`src/inc/ccsr_pkg.sv`:
```
// Package for the processor control and status register block
package ccsr_pkg;
   localparam int          CCSR_W            = 32;
   localparam logic [7:0]  CORE_ID_DEFAULT   = 8'h5A; // Arbitrary value
   localparam logic [7:0]  REV_ID_DEFAULT    = 8'h01; // Arbitrary value
   localparam int          ID_HI             = 31;
   localparam int          ID_LO             = 16;
   localparam int          POWER_DOWN_REQUEST_HI           = 15;
   localparam int          POWER_DOWN_REQUEST_LO           = 10;
   localparam int          SAT_BIT           = 9;
   localparam int          ENDIAN_BIT        = 8;
   localparam int          PCC_HI            = 7;
   localparam int          PCC_LO            = 5;
   localparam int          DCC_HI            = 4;
   localparam int          DCC_LO            = 2;
   localparam int          SAVED_INTERRUPT_ENABLE_BIT          = 1;
   localparam int          GIE_BIT           = 0;
   localparam logic [2:0]  CACHE_MODE_RESET  = 3'h0;
   localparam logic [2:0]  CACHE_MODE_ALT    = 3'h2;
   localparam logic [5:0]  POWER_DOWN_REQUEST_NONE         = 6'h00;
   localparam logic [5:0]  POWER_DOWN_REQUEST_ONE_ENABLED  = 6'h09;
   localparam logic [5:0]  POWER_DOWN_REQUEST_ONE_ANY      = 6'h11;
   localparam logic [5:0]  POWER_DOWN_REQUEST_TWO          = 6'h1A;
   localparam logic [5:0]  POWER_DOWN_REQUEST_THREE        = 6'h1C;

   typedef enum logic [1:0] {
      CCSR_RUN   = 2'b00,
      CCSR_LP1   = 2'b01,
      CCSR_LP2   = 2'b10,
      CCSR_LP3   = 2'b11
   } ccsr_pwr_e;

   // Move-instruction access to the register
   typedef struct packed {
      logic              wrEn;
      logic [CCSR_W-1:0] wrData;
      logic              cond;
   } ccsr_move_s;
endpackage

```
`src/hdl/ccsr_power_down.sv`:
```
// Power-down request decoder and low-power state tracker
`timescale 1ns/1ps
`default_nettype none
module ccsr_power_down
   import ccsr_pkg::*;
(
   input  wire logic       clk_sys,
   input  wire logic       reset_n,
   input  wire logic       reqValid,
   input  wire logic [5:0] reqCode,
   input  wire logic       irqPending,
   input  wire logic       irqEnabledPending,
   output ccsr_pwr_e       pwrState
);
   ccsr_pwr_e stateQ;
   ccsr_pwr_e stateD;

   assign pwrState = stateQ;

   always_comb begin
      stateD = stateQ;
      case (stateQ)
         CCSR_RUN: begin
            if (reqValid) begin
               if (reqCode == POWER_DOWN_REQUEST_ONE_ENABLED || reqCode == POWER_DOWN_REQUEST_ONE_ANY) begin
                  stateD = CCSR_LP1;
               end else if (reqCode == POWER_DOWN_REQUEST_TWO) begin
                  stateD = CCSR_LP2;
               end else if (reqCode == POWER_DOWN_REQUEST_THREE) begin
                  stateD = CCSR_LP3;
               end
            end
         end
         CCSR_LP1: begin
            if (irqEnabledPending) begin
               stateD = CCSR_RUN;
            end
         end
         default: stateD = stateQ;
      endcase
   end

   // Wake mode for low-power state one is remembered at entry
   logic anyWakeQ;
   logic lp1Wake;
   assign lp1Wake = anyWakeQ ? irqPending : irqEnabledPending;

   always_ff @(posedge clk_sys) begin
      if (!reset_n) begin
         stateQ   <= CCSR_RUN;
         anyWakeQ <= 1'b0;
      end else begin
         if (stateQ == CCSR_LP1) begin
            stateQ <= lp1Wake ? CCSR_RUN : CCSR_LP1;
         end else begin
            stateQ <= stateD;
         end
         if (stateQ == CCSR_RUN && reqValid) begin
            anyWakeQ <= (reqCode == POWER_DOWN_REQUEST_ONE_ANY);
         end
      end
   end
endmodule
`default_nettype wire

```
`src/hdl/ccsr_top.sv`:
```
// Processor control and status register with move-instruction access
`timescale 1ns/1ps
`default_nettype none
// Overview of operation
// - Upper sixteen bits read a fixed core and revision code; writes ignored.
// - Power-down request field always reads as zero.
// - Codes 001001 and 010001 enter state one; wake on enabled or any interrupt.
// - Codes 011010 and 011100 enter states two and three; reset only leaves.
// - Saturation flag sets when any functional unit saturates.
// - Only units set saturation; only the move instruction clears it.
// - A unit set beats a same-cycle move clear.
// - Saturation becomes visible one full cycle after the saturating operation.
// - Saturation from a false-condition instruction leaves the flag unchanged.
// - Byte-order bit is read-only; one means little-endian, the default.
// - Program cache mode accepts 000 or 010 only.
// - Data cache mode accepts 000 or 010 only.
// - Taking an interrupt copies global enable into saved enable; resets zero.
// - Global enable gates maskable interrupts; resets to zero.
// - Register reached only through the move instruction port.
module ccsr_top
   import ccsr_pkg::*;
#(
   parameter logic [7:0]  CORE_ID  = CORE_ID_DEFAULT,
   parameter logic [7:0]  REV_ID   = REV_ID_DEFAULT,
   parameter int          N_UNITS  = 8
)(
   input  wire logic               clk_sys,
   input  wire logic               reset_n,
   input  wire ccsr_move_s         moveReq,
   output logic [CCSR_W-1:0]       moveRdData,
   input  wire logic [N_UNITS-1:0] unitSaturate,
   input  wire logic [N_UNITS-1:0] unitCondTrue,
   input  wire logic               littleEndianPin,
   input  wire logic               interruptTaken,
   input  wire logic               interruptReturn,
   input  wire logic               maskableIrqPending,
   input  wire logic               nmiPending,
   output logic                    maskableIrqGated,
   output logic [2:0]              programCacheMode,
   output logic [2:0]              dataCacheMode,
   output ccsr_pwr_e               pwrState
);
   logic       satQ;
   logic       satPendQ;
   logic       gieQ;
   logic       pgieQ;
   logic [2:0] pccQ;
   logic [2:0] dccQ;
   logic       endianMeta;
   logic       endianSyncQ;
   logic       endianQ;

   // A move whose condition is false does nothing at all
   logic moveWrite;
   assign moveWrite = moveReq.wrEn & moveReq.cond;

   // Units whose condition is false cannot saturate the flag
   logic [N_UNITS-1:0] satValid;
   genvar gi;
   generate
      for (gi = 0; gi < N_UNITS; gi++) begin : g_unit
         assign satValid[gi] = unitSaturate[gi] & unitCondTrue[gi];
      end
   endgenerate
   logic anySat;
   assign anySat = |satValid;

   logic satClear;
   assign satClear = moveWrite & ~moveReq.wrData[SAT_BIT];

   logic [2:0] pccWr;
   logic [2:0] dccWr;
   logic       pccOk;
   logic       dccOk;
   assign pccWr = moveReq.wrData[PCC_HI:PCC_LO];
   assign dccWr = moveReq.wrData[DCC_HI:DCC_LO];
   assign pccOk = (pccWr == CACHE_MODE_RESET) || (pccWr == CACHE_MODE_ALT);
   assign dccOk = (dccWr == CACHE_MODE_RESET) || (dccWr == CACHE_MODE_ALT);

   logic gieD;
   logic pgieD;
   always_comb begin
      gieD  = gieQ;
      pgieD = pgieQ;
      if (interruptTaken) begin
         pgieD = gieQ;
         gieD  = 1'b0;
      end else if (interruptReturn) begin
         gieD  = pgieQ;
      end else if (moveWrite) begin
         gieD  = moveReq.wrData[GIE_BIT];
         pgieD = moveReq.wrData[SAVED_INTERRUPT_ENABLE_BIT];
      end
   end

   always_ff @(posedge clk_sys) begin
      if (!reset_n) begin
         satQ     <= 1'b0;
         satPendQ <= 1'b0;
      end else begin
         satPendQ <= anySat;
         // Extra stage gives the one delay slot before visibility
         if (satPendQ) begin
            satQ <= 1'b1;
         end else if (satClear) begin
            satQ <= 1'b0;
         end
      end
   end

   always_ff @(posedge clk_sys) begin
      if (!reset_n) begin
         gieQ  <= 1'b0;
         pgieQ <= 1'b0;
      end else begin
         gieQ  <= gieD;
         pgieQ <= pgieD;
      end
   end

   // Reserved cache codes are dropped, keeping the old mode
   always_ff @(posedge clk_sys) begin
      if (!reset_n) begin
         pccQ <= CACHE_MODE_RESET;
         dccQ <= CACHE_MODE_RESET;
      end else begin
         if (moveWrite && pccOk) begin
            pccQ <= pccWr;
         end
         if (moveWrite && dccOk) begin
            dccQ <= dccWr;
         end
      end
   end

   // Byte-order strap comes from a pin, so it is synchronised first
   always_ff @(posedge clk_sys) begin
      if (!reset_n) begin
         endianMeta  <= 1'b1;
         endianSyncQ <= 1'b1;
         endianQ     <= 1'b1;
      end else begin
         endianMeta  <= littleEndianPin;
         endianSyncQ <= endianMeta;
         endianQ     <= endianSyncQ;
      end
   end

   assign maskableIrqGated = maskableIrqPending & gieQ;

   ccsr_power_down u_power_down (
      .clk_sys           (clk_sys),
      .reset_n           (reset_n),
      .reqValid          (moveWrite),
      .reqCode           (moveReq.wrData[POWER_DOWN_REQUEST_HI:POWER_DOWN_REQUEST_LO]),
      .irqPending        (maskableIrqPending | nmiPending),
      .irqEnabledPending (maskableIrqGated | nmiPending),
      .pwrState          (pwrState)
   );

   logic [CCSR_W-1:0] readWord;
   always_comb begin
      readWord                   = '0;
      readWord[ID_HI:ID_LO]      = {CORE_ID, REV_ID};
      readWord[POWER_DOWN_REQUEST_HI:POWER_DOWN_REQUEST_LO]  = POWER_DOWN_REQUEST_NONE;
      readWord[SAT_BIT]          = satQ;
      readWord[ENDIAN_BIT]       = endianQ;
      readWord[PCC_HI:PCC_LO]    = pccQ;
      readWord[DCC_HI:DCC_LO]    = dccQ;
      readWord[SAVED_INTERRUPT_ENABLE_BIT]         = pgieQ;
      readWord[GIE_BIT]          = gieQ;
   end

   always_ff @(posedge clk_sys) begin
      if (!reset_n) begin
         moveRdData <= '0;
      end else begin
         moveRdData <= readWord;
      end
   end

   assign programCacheMode = pccQ;
   assign dataCacheMode    = dccQ;
endmodule
`default_nettype wire

```
`config.mk`:
```
export PLATFORM = sky130hd
export DESIGN_NAME = ccsr_top
export DESIGN_NICKNAME = d
export VERILOG_FILES = /design/src/inc/ccsr_pkg.sv /design/src/hdl/ccsr_power_down.sv /design/src/hdl/ccsr_top.sv
export SDC_FILE = /design/constraint.sdc
export NUM_CORES = 1
export LEC_CHECK = 0
export ABC_AREA = 1
export BUFFER_PORTS_ARGS = -buffer_cell sky130_fd_sc_hd__buf_2
export CAP_MARGIN = 20
export CORE_MARGIN = 2
export CORE_UTILIZATION = 39
export CTS_BUF_LIST = sky130_fd_sc_hd__clkbuf_16
export CTS_CLUSTER_SIZE = 28
export DETAILED_ROUTE_END_ITERATION = 10
export PLACE_DENSITY = 0.84
export RECOVER_POWER = 50
export SLEW_MARGIN = 20
export SYNTH_ARGS = -nofsm -noshare
export SYNTH_HDL_FRONTEND = slang
export SYNTH_HIERARCHICAL = 1
export SYNTH_SLANG_ARGS = --single-unit
```
`constraint.sdc`:
```
create_clock -name clk_sys -period 1.49 [get_ports clk_sys]
set_input_delay 0 -clock clk_sys [delete_from_list [all_inputs] [get_ports clk_sys]]
set_output_delay 0 -clock clk_sys [all_outputs]
set_load 0.005 [all_outputs]
```
==> results of run 1 <==
-- state kept, by name, summed over array words and instances (netlist names), 2 cells and up --
signal / count
programCacheMode: 3
moveRdData: 11
u_power_down/pwrState: 2
dataCacheMode: 3
-- worst max-delay path by stage --
| stage | start | to | slack (ps) | cells after the start |
|---|---|---|---|---|
| 3_3_place_gp | gieQ | u_power_down/pwrState[0] | 210 | 9 |
| 4_1_cts | gieQ | u_power_down/pwrState[0] | 160 | 9 |
| 5_1_grt | gieQ | u_power_down/pwrState[0] | 20 | 9 |
| 3_5_place_dp | gieQ | u_power_down/pwrState[0] | 180 | 9 |
| 6_report | moveReq[3] | dataCacheMode[2] | 140 | 5 |
| 2_1_floorplan | gieQ | u_power_down/pwrState[0] | 240 | 9 |
-- power by group through the flow --
stage	clock [uW]	combinational [uW]	sequential [uW]
floorplan	0	131	772
global placement	0	175	771
detailed placement	0	177	773
CTS	618	188	756
global route	644	217	759
finish	602	185	756
-- what timing repair did --
action                     in CTS  in global routing
setup endpoints to repair       0                  0
hold endpoints to repair        6                  0
gates resized for setup         0                  0
buffers inserted                0                  0
hold buffers                    6                  0
-- per-layer routing --
layer	routed length (microns)	GRT usage [%]
met1	1020	15.2
met2	1070	23.4
met3	201	1.89
met4	26	5.59
met5	0	0
-- synth_stat cells, types with 3 or more instances --
cell type,instances
nand2_1,41
dfxtp_1,27
inv_1,24
buf_4,22
nor2_1,20
nand3_1,8
a21oi_1,6
or2_2,4
nand3b_1,3
nor2_2,3
o21ai_0,3
-- layout make-up --
class | instances | area, sq um
clock buffers | 3 | 75.1
well taps | 44 | 55.1
multi-input cells | 114 | 513
repair buffers | 70 | 373
clock inverters | 1 | 7.51
fillers | 316 | 1410
inverters | 27 | 101
flip-flops and latches | 27 | 541
-- through the flow --
stage               total power [uW]  hold WS [ps]  std cells  utilization (%)
floorplan                        904          27.7        191                -
global placement                 946           182        276             49.8
detailed placement               950           184        276             49.8
CTS                             1560          5.26        286             54.4
global route                    1620          8.24        286             54.1
finish                          1540         -1.60        286             54.1
-- kinds of logic (layout without fill, tap and decap cells) --
group / count (synthesis) / in the layout / synth area share (%)
other cells: 1 / 17 / 0.295
compound gates: 11 / 11 / 5.02
simple gates: 86 / 86 / 30.3
flops: 27 / 27 / 42.5
buf+inv: 50 / 101 / 21.9
==> reports/qor.yml, run 1 <==
final_layout:
  layout_common_cells: "buf_2 (55), nand2_1 (41), dfxtp_1 (27), inv_1 (24), nor2_1 (20)"
  fin_nets: 300
  drive_above_1_share_pct: 30.6
  area_growth_syn_to_layout_pct: 31.0
  final_common_cell: "buf_2"
  diodes: 0
  design_area_sq_um: 1670
place:
  io_buffers: 63
  dp_hpwl_microns: 1860
  dpl_cell_area_sq_um: 1530
  pre_cts_ws_ps: 184
  place_congestion: 0.692
drt:
  wire_per_inst_microns: 8.08
  ant_nets: 0
  drt_iter0_markers: 35
  num_vias: 1136
  via_per_inst: 3.97
  drc: 0
  first_pass_iters: 3
  wl_microns: 2310
sta:
  hold_viol: 1
  rsz0062_at_grt: "no"
  skew_ps: 2.41
  drv_slew: 0
  fin_setup_tns_ps: 0
  period_share_pct: 90.5
  timing.final.ws_setup_ps: 141
  holdWs_ps: -1.60
  layout_min_cycle_time_ps: 1350
  setup_viol: 0
  max_freq_mhz: 742
cts:
  cts_root_buf: "clkbuf_16"
  cts_tree: "done"
  clock_latency_ps: 260
  cts_buffers: 3
  clk_pin_slew_ps: 60
  cts.path.max_buffers: 2
  htree_levels: 1
  cts_num_sinks: 27
status:
  status: "finished, violations left"
  violations: "hold timing"
grt:
  grt_antenna_before_repair: 0
  grt_pass1_vias: 971
  grt_usage_pct: 13.0
  grt_max_degree: 17
  overflow: 0
  grt_pass1_wl_microns: 3650
critical_path:
  arrival_ps: 1500
  cp_max_fo: 2
  path_buf_inv: 3
  crit_chain: "dlygate4sd3_1, buf_2, nor3_2, dlygate4sd3_1, nor2_1"
  critPathCaptureType: "register"
  ff2ff_setup_slack_ps: 170
  r2r_end: "u_power_down/pwrState[0]"
  reg2reg_depth: 9
  critPathRequiredTime_ps: 1640
  r2r_start: "gieQ"
  cp-start-kind: "primary input"
  critical_path.max_stage_delay_ps: 610
  cp_top_family: "buffers and inverters"
  crit_type: "in -> reg"
  crit_slowest_cell: "dlygate4sd3_1"
  crit_top_cell: "dlygate4sd3_1"
hold_path:
  hp-class: "in -> reg"
  worstHoldPathCells: 1
  whs_endpoint: "moveRdData[28]"
  min-delay-start: "reset_n"
power_and_ir_drop:
  leakagePower_uw: 0.000971
  clockPowerShare_pct: 39.0
  seq_power_share_pct: 49.0
  cell_internal_pwr_uw: 1200
  combPwrFrac_pct: 12.0
  swShare_pct: 22.2
  switchingPower_uw: 343
  vdd_drop_max_v: 0.000447
  power_density_nw_per_um2: 927
synth:
  synthesis.area_sq_um: 1270
  yosysWarnings: 6
  synth.avg_cell_area_sq_um: 7.26
  yosysTopAreaCellShare_pct: 42.5
  async_reset_ff_share_pct: 0
  ys_seq_area_share_pct: 42.5
  synth_edf_count: 0
  synth_cell_types: 22
  yosys_most_used_dff: "dfxtp_1"
  ys_top_cells_by_area: "dfxtp_1 (43%), buf_4 (13%), nand2_1 (12%)"
  synth.largest_area_cell: "dfxtp_1"
  synth_cells: 175
  ys_ff_latch: 27
floorplanning:
  die_h_microns: 61.1
  initial_core_util_pct: 41.3
  coreArea_sq_um: 3080
  num_rows: 20
  io_pins: 98
  die_w_microns: 61.1
  dieArea_sq_um: 3730
job:
  drv_cap: 0
Note: power is estimated with default switching activity, not from simulation.
==> run 2, diff against run 1 <==
--- a/config.mk
+++ b/config.mk
@@ -14,5 +14,5 @@
 export CTS_CLUSTER_SIZE = 28
 export DETAILED_ROUTE_END_ITERATION = 10
-export PLACE_DENSITY = 0.84
+export PLACE_DENSITY = 0.79
 export RECOVER_POWER = 50
 export SLEW_MARGIN = 20
==> constraint.sdc (replaced) <==
create_clock -name clk_sys -period 1.49 [get_ports clk_sys]
set_input_delay 0 -clock clk_sys [delete_from_list [all_inputs] [get_ports clk_sys]]
set_output_delay 0 -clock clk_sys [all_outputs]
set_load 0.1 [all_outputs]
==> run 2 against run 1 <==
The flow now finishes without violations. First-iteration DRC count down 54%. Largest cell class unchanged. Maximum frequency down 5.7%. Sequential cell count unchanged. Global-route usage down 0.22 points. Worst hold slack better by 13 ps. Combinational power rose to 2.6 times the previous value.
==> reports/qor.yml, run 2 (synthesis gave the netlist of run 1 again) <==
final_layout:
  largest_reg_flops: 11
  fin_nets: 299
  final_common_cell: "buf_2"
  layout_common_cells: "buf_2 (60), nand2_1 (41), dfxtp_1 (26), inv_1 (24), nor2_1 (20)"
  regMostFlops: "moveRdData"
  design_area_sq_um: 1660
  area_growth_syn_to_layout_pct: 30.2
  drive_above_1_share_pct: 32.8
  diodes: 0
  post-route-util_pct: 53.8
critical_path:
  crit_slowest_cell: "dlygate4sd3_1"
  r2r_start: "gieQ"
  arrival_ps: 1580
  cp-start-kind: "primary input"
  crit_chain: "dlygate4sd3_1, buf_2, nor3_1, dlygate4sd3_1, nor2_1"
  crit_top_cell: "dlygate4sd3_1"
  path_buf_inv: 3
  cp_max_fo: 3
  crit_type: "in -> reg"
  critPathLaunch: "moveReq[6]"
  critical_path.max_stage_delay_ps: 600
  critPathRequiredTime_ps: 1640
  cp_top_family: "buffers and inverters"
  critPathCaptureType: "register"
cts:
  cts_num_sinks: 27
  cts_buffers: 3
  cts_root_buf: "clkbuf_16"
  cts.path.max_buffers: 2
  cts_tree: "done"
  htree_levels: 1
  cts_hold_buf: 6
  clock_latency_ps: 250
  clk_pin_slew_ps: 60
  cts_setup_buffers: 0
  ctsResizeCount: 0
grt:
  grt_usage_pct: 12.8
  grt_pass1_wl_microns: 3590
  grt_max_degree: 21
  overflow: 0
  grt_antenna_before_repair: 0
  grt_pass1_vias: 947
sta:
  period_share_pct: 96.0
  skew_ps: 2.76
  timing.final.ws_setup_ps: 59.4
  slew_headroom_pct: 64.3
  max_freq_mhz: 699
  hold_viol: 0
  setup_viol: 0
  rsz0062_at_grt: "no"
  drv_slew: 0
  tightest_slew_ps: 538
  fin_setup_tns_ps: 0
  layout_min_cycle_time_ps: 1430
floorplanning:
  io_pins: 98
  dieArea_sq_um: 3730
  die_h_microns: 61.1
  initial_core_util_pct: 41.3
  coreArea_sq_um: 3080
  num_rows: 20
  die_w_microns: 61.1
drt:
  first_pass_iters: 6
  wl_microns: 2270
  wire_per_inst_microns: 7.96
  num_vias: 1169
  drt_iter0_markers: 16
  via_per_inst: 4.10
  drc: 0
  ant_nets: 0
power_and_ir_drop:
  vdd_drop_max_v: 0.000731
  leakagePower_uw: 0.000995
  power_density_nw_per_um2: 1100
place:
  io_buffers: 63
  dpl_cell_area_sq_um: 1530
  place_congestion: 0.690
  pre_cts_ws_ps: 138
  dp_hpwl_microns: 1830
job:
  drv_cap: 0
hold_path:
  min-delay-start: "interruptReturn"
  hp-class: "in -> reg"
status:
  status: "complete, no violations"
==> run 2: cell count changes in the layout (fill, tap and decap cells not counted), sizes merged <==
cell	before	now
clkinv	1	2
clkbuf	11	6
clkinvlp	1	0
buf	56	60
==> run 2: worst reg2reg max path, stage by stage, from the launching register on <==
cell	delay (ps)
dfxtp_1	350
nand2_1	70
inv_1	40
or2_2	250
or2_0	200
a21oi_1	140
nor2_1	70
nand3_1	70
nand2_1	50
nor2_1	80
==> run 2: routing by layer <==
layer	GRT usage (%)	part of all wire, %
met2	24.0	48
met5	0	0
met4	2.80	1.1
met3	3.36	9.0
met1	14.2	42
==> run 2: path summary, 6_finish.rpt <==
path / end / slack [ps] / cells past startpoint
max: programCacheMode[0] / 60 / 5
min: gieQ / 10 / 4
min reg2reg: moveRdData[8] / 420 / 2
max reg2reg: u_power_down/pwrState[0] / 130 / 9
==> run 2: stage by stage <==
step | hold WS [ps] | total power [uW] | std cells
after floorplan | 27.7 | 1210 | 191
after global placement | 181 | 1240 | 275
after detailed placement | 189 | 1250 | 275
after CTS | 5.48 | 1840 | 285
after global routing | 28.0 | 1900 | 285
final | 11.6 | 1820 | 285
==> run 2: cell type report <==
class | count | area [sq um]
fill | 324 | 1420
sequential | 27 | 542
multi-input combinational | 114 | 503
timing repair buffer | 69 | 374
inverter | 27 | 101
clock buffer | 3 | 75.1
tap | 44 | 55.1
clock inverter | 1 | 5.00
==> run 2: report_power, final <==
group	leakage [uW]	total [uW]	switching (uW)	internal (uW)
clock	0.0000409	579	218	361
sequential	0.000221	757	10.4	746
combinational	0.000733	483	393	90.4
total	0.000995	1820	622	1200
==> run 3, diff against run 2 <==
Settings changed: ABC_AREA 1 to 0, CORE_UTILIZATION 39 to 38.
==> run 3 against run 2 <==
Global-route usage fell by 0.37 points. Clock power rose by 3%. Maximum frequency rose by 5.5%. Worst hold slack improved by 1.9 ps. Sequential power fell by 1%. Sequential share of layout area rose by 2.1 points. Die area fell by 4.4%.
==> reports/qor.yml, run 3 <==
drt:
  via_per_inst: 4.45
  drt_iter0_markers: 10
  ant_nets: 0
  wire_per_inst_microns: 10.3
  wl_microns: 2200
  drc: 0
  first_pass_iters: 2
  num_vias: 952
critical_path:
  arrival_ps: 1560
  path_buf_inv: 3
  critPathCaptureType: "register"
  crit_cells: 4
  cp_max_fo: 2
  crit_slowest_cell: "dlygate4sd3_1"
  crit_top_cell: "dlygate4sd3_1"
  crit_type: "in -> reg"
  crit_chain: "dlygate4sd3_1, clkbuf_1, a2111oi_2, dlygate4sd3_1"
  reg2reg_depth: 3
  critical_path.max_stage_delay_ps: 580
  critPathRequiredTime_ps: 1700
  cp-start-kind: "primary input"
  cp_top_family: "buffers and inverters"
grt:
  grt_usage_pct: 12.4
  grt_max_degree: 20
  grt_pass1_wl_microns: 3300
  overflow: 0
  grt_pass1_vias: 824
  grt_antenna_before_repair: 0
place:
  place_congestion: 0.799
  dp_hpwl_microns: 1750
  io_buffers: 63
  pre_cts_ws_ps: 340
  dp.cells: 206
  dpl_cell_area_sq_um: 1440
final_layout:
  largest_reg_flops: 11
  layout.cells.non_filler: 214
  area_growth_syn_to_layout_pct: 31.8
  fin_nets: 239
  design_area_sq_um: 1560
  final_common_cell: "buf_2"
  fillCellCount: 286
  diodes: 0
  layout_common_cells: "buf_2 (60), dfxtp_1 (26), conb_1 (17)"
  ff_latch_area_sq_um: 542
  multiInputGateArea_sq_um: 519
  regMostFlops: "moveRdData"
  drive_above_1_share_pct: 43.6
cts:
  htree_levels: 1
  clock_latency_ps: 260
  cts_tree: "done"
  cts.path.max_buffers: 2
  cts_root_buf: "clkbuf_16"
  cts_num_sinks: 27
  clk_pin_slew_ps: 60
  cts_buffers: 3
  cts_setup_buffers: 0
job:
  drv_cap: 0
floorplanning:
  num_rows: 20
  initial_core_util_pct: 39.3
  io_pins: 98
  die_w_microns: 59.7
  coreArea_sq_um: 3000
  die_h_microns: 59.7
  dieArea_sq_um: 3570
power_and_ir_drop:
  vdd_drop_max_v: 0.000485
  leakagePower_uw: 0.000803
  power_density_nw_per_um2: 1150
hold_path:
  hp-class: "in -> reg"
  worstHoldPathCells: 3
sta:
  rsz0062_at_grt: "no"
  fin_setup_tns_ps: 0
  hold_viol: 0
  tightest_slew_ps: 538
  setup_viol: 0
  period_share_pct: 91.0
  skew_ps: 3.24
  timing.final.ws_setup_ps: 134
  layout_min_cycle_time_ps: 1360
  drv_slew: 0
  max_freq_mhz: 737
  slew_headroom_pct: 64.3
synth:
  synth-compound-area-share_pct: 11.2
  muxShareOfSynthArea_pct: 3.39
  synth.largest_area_cell: "dfxtp_1"
  ys_ff_latch: 27
  ys_seq_area_share_pct: 45.8
  yosys_most_used_dff: "dfxtp_1"
  async_reset_ff_share_pct: 0
  synth_xor_area_share_pct: 0.742
  synthesis.area_sq_um: 1180
  synth_cells: 116
  yosysTopAreaCellShare_pct: 45.8
  synthSimpleGateAreaFrac_pct: 23.1
  synth.avg_cell_area_sq_um: 10.2
  synth_top_family_by_area: "simple AND/OR/NAND/NOR gates"
  yosys.area_share.adder_pct: 0
  ys_top_cells_by_area: "dfxtp_1 (46%), buf_4 (13%), and2_1 (5.3%)"
  yosys-top-cells-count: "dfxtp_1 (27), buf_4 (21), and2_1 (10)"
  synth_most_common_cell: "dfxtp_1"
  yosysWarnings: 6
  synth_edf_count: 0
  synth_cell_types: 33
status:
  status: "complete, no violations"
## run 3: cell types whose count changed after synthesis, sizes merged, moves of 3 or more
cell | previous run | this run
a21oi | 6 | 1
a22oi | 0 | 4
nand2 | 43 | 1
and2b | 0 | 4
or2 | 6 | 2
o21ai | 3 | 6
nor2 | 23 | 5
nor3 | 3 | 0
inv | 26 | 5
and2 | 0 | 10
nand2b | 0 | 5
nand3 | 8 | 1
mux2i | 0 | 4
## run 3: worst paths after layout
| path | end | from | slack [ps] |
|---|---|---|---|
| max reg2reg | gieQ | gieQ | 160 |
| max | gieQ | interruptTaken | 130 |
| min | dataCacheMode[1] | moveReq[4] | 10 |
| min reg2reg | endianQ | endianSyncQ | 410 |
## run 3: per-stage QoR
stage | total power (uW) | hold slack, ps | utilization [%]
6_report | 1790 | 13.5 | 51.8
5_1_grt | 1860 | 15.3 | 51.8
4_1_cts | 1810 | 17.6 | 51.8
3_5_place_dp | 1210 | 187 | 47.8
3_3_place_gp | 1200 | 182 | 47.8
2_1_floorplan | 1160 | 27.7 | -
## run 3: cells by family (layout without fill, tap and decap cells)
logic type                Yosys count  count (layout)
xor gates and xnor gates            1               1
and+or+nand+nor                    37              37
other                               1              17
buffers and inverters              27              76
DFF                                27              27
AOI/OAI and AO/OA                  19              19
muxes                               4               4
## run 3: power by group
| part | total, uW | switching, uW | internal [uW] |
|---|---|---|---|
| clock | 594 | 232 | 362 |
| sequential | 748 | 7.31 | 741 |
| combinational | 449 | 362 | 87.0 |
| total | 1790 | 602 | 1190 |
## run 3: tightest hold or removal path: cells and delay by family
family        cells  cell delay, ps
buf+inv           1              80
mux               1              70
simple gates      1              80
## run 3: final cells by class
class / instances / area share [%]
Clock buffer: 3 / 4.83
Clock inverter: 1 / 0.322
Inverter: 5 / 1.21
Multi-Input combinational cell: 78 / 33.4
Sequential cell: 27 / 34.8
Tap cell: 33 / 2.65
Timing Repair Buffer: 67 / 22.8
## run 3: timing repair
item                                   in CTS  in global routing
setup endpoints to repair                   0                  0
hold buffers                                4                  0
resized for setup                           0                  0
endpoints found under the hold margin       3                  0
## run 3: layer usage
layer / track usage (%) / up-vias / part of all wire, %
met2: 20.7 / 49 / 45
met4: 9.21 / 0 / 2.5
li1: - / 487 / -
met1: 14.2 / 411 / 44
met3: 1.73 / 5 / 8.1
met5: 0 / - / 0
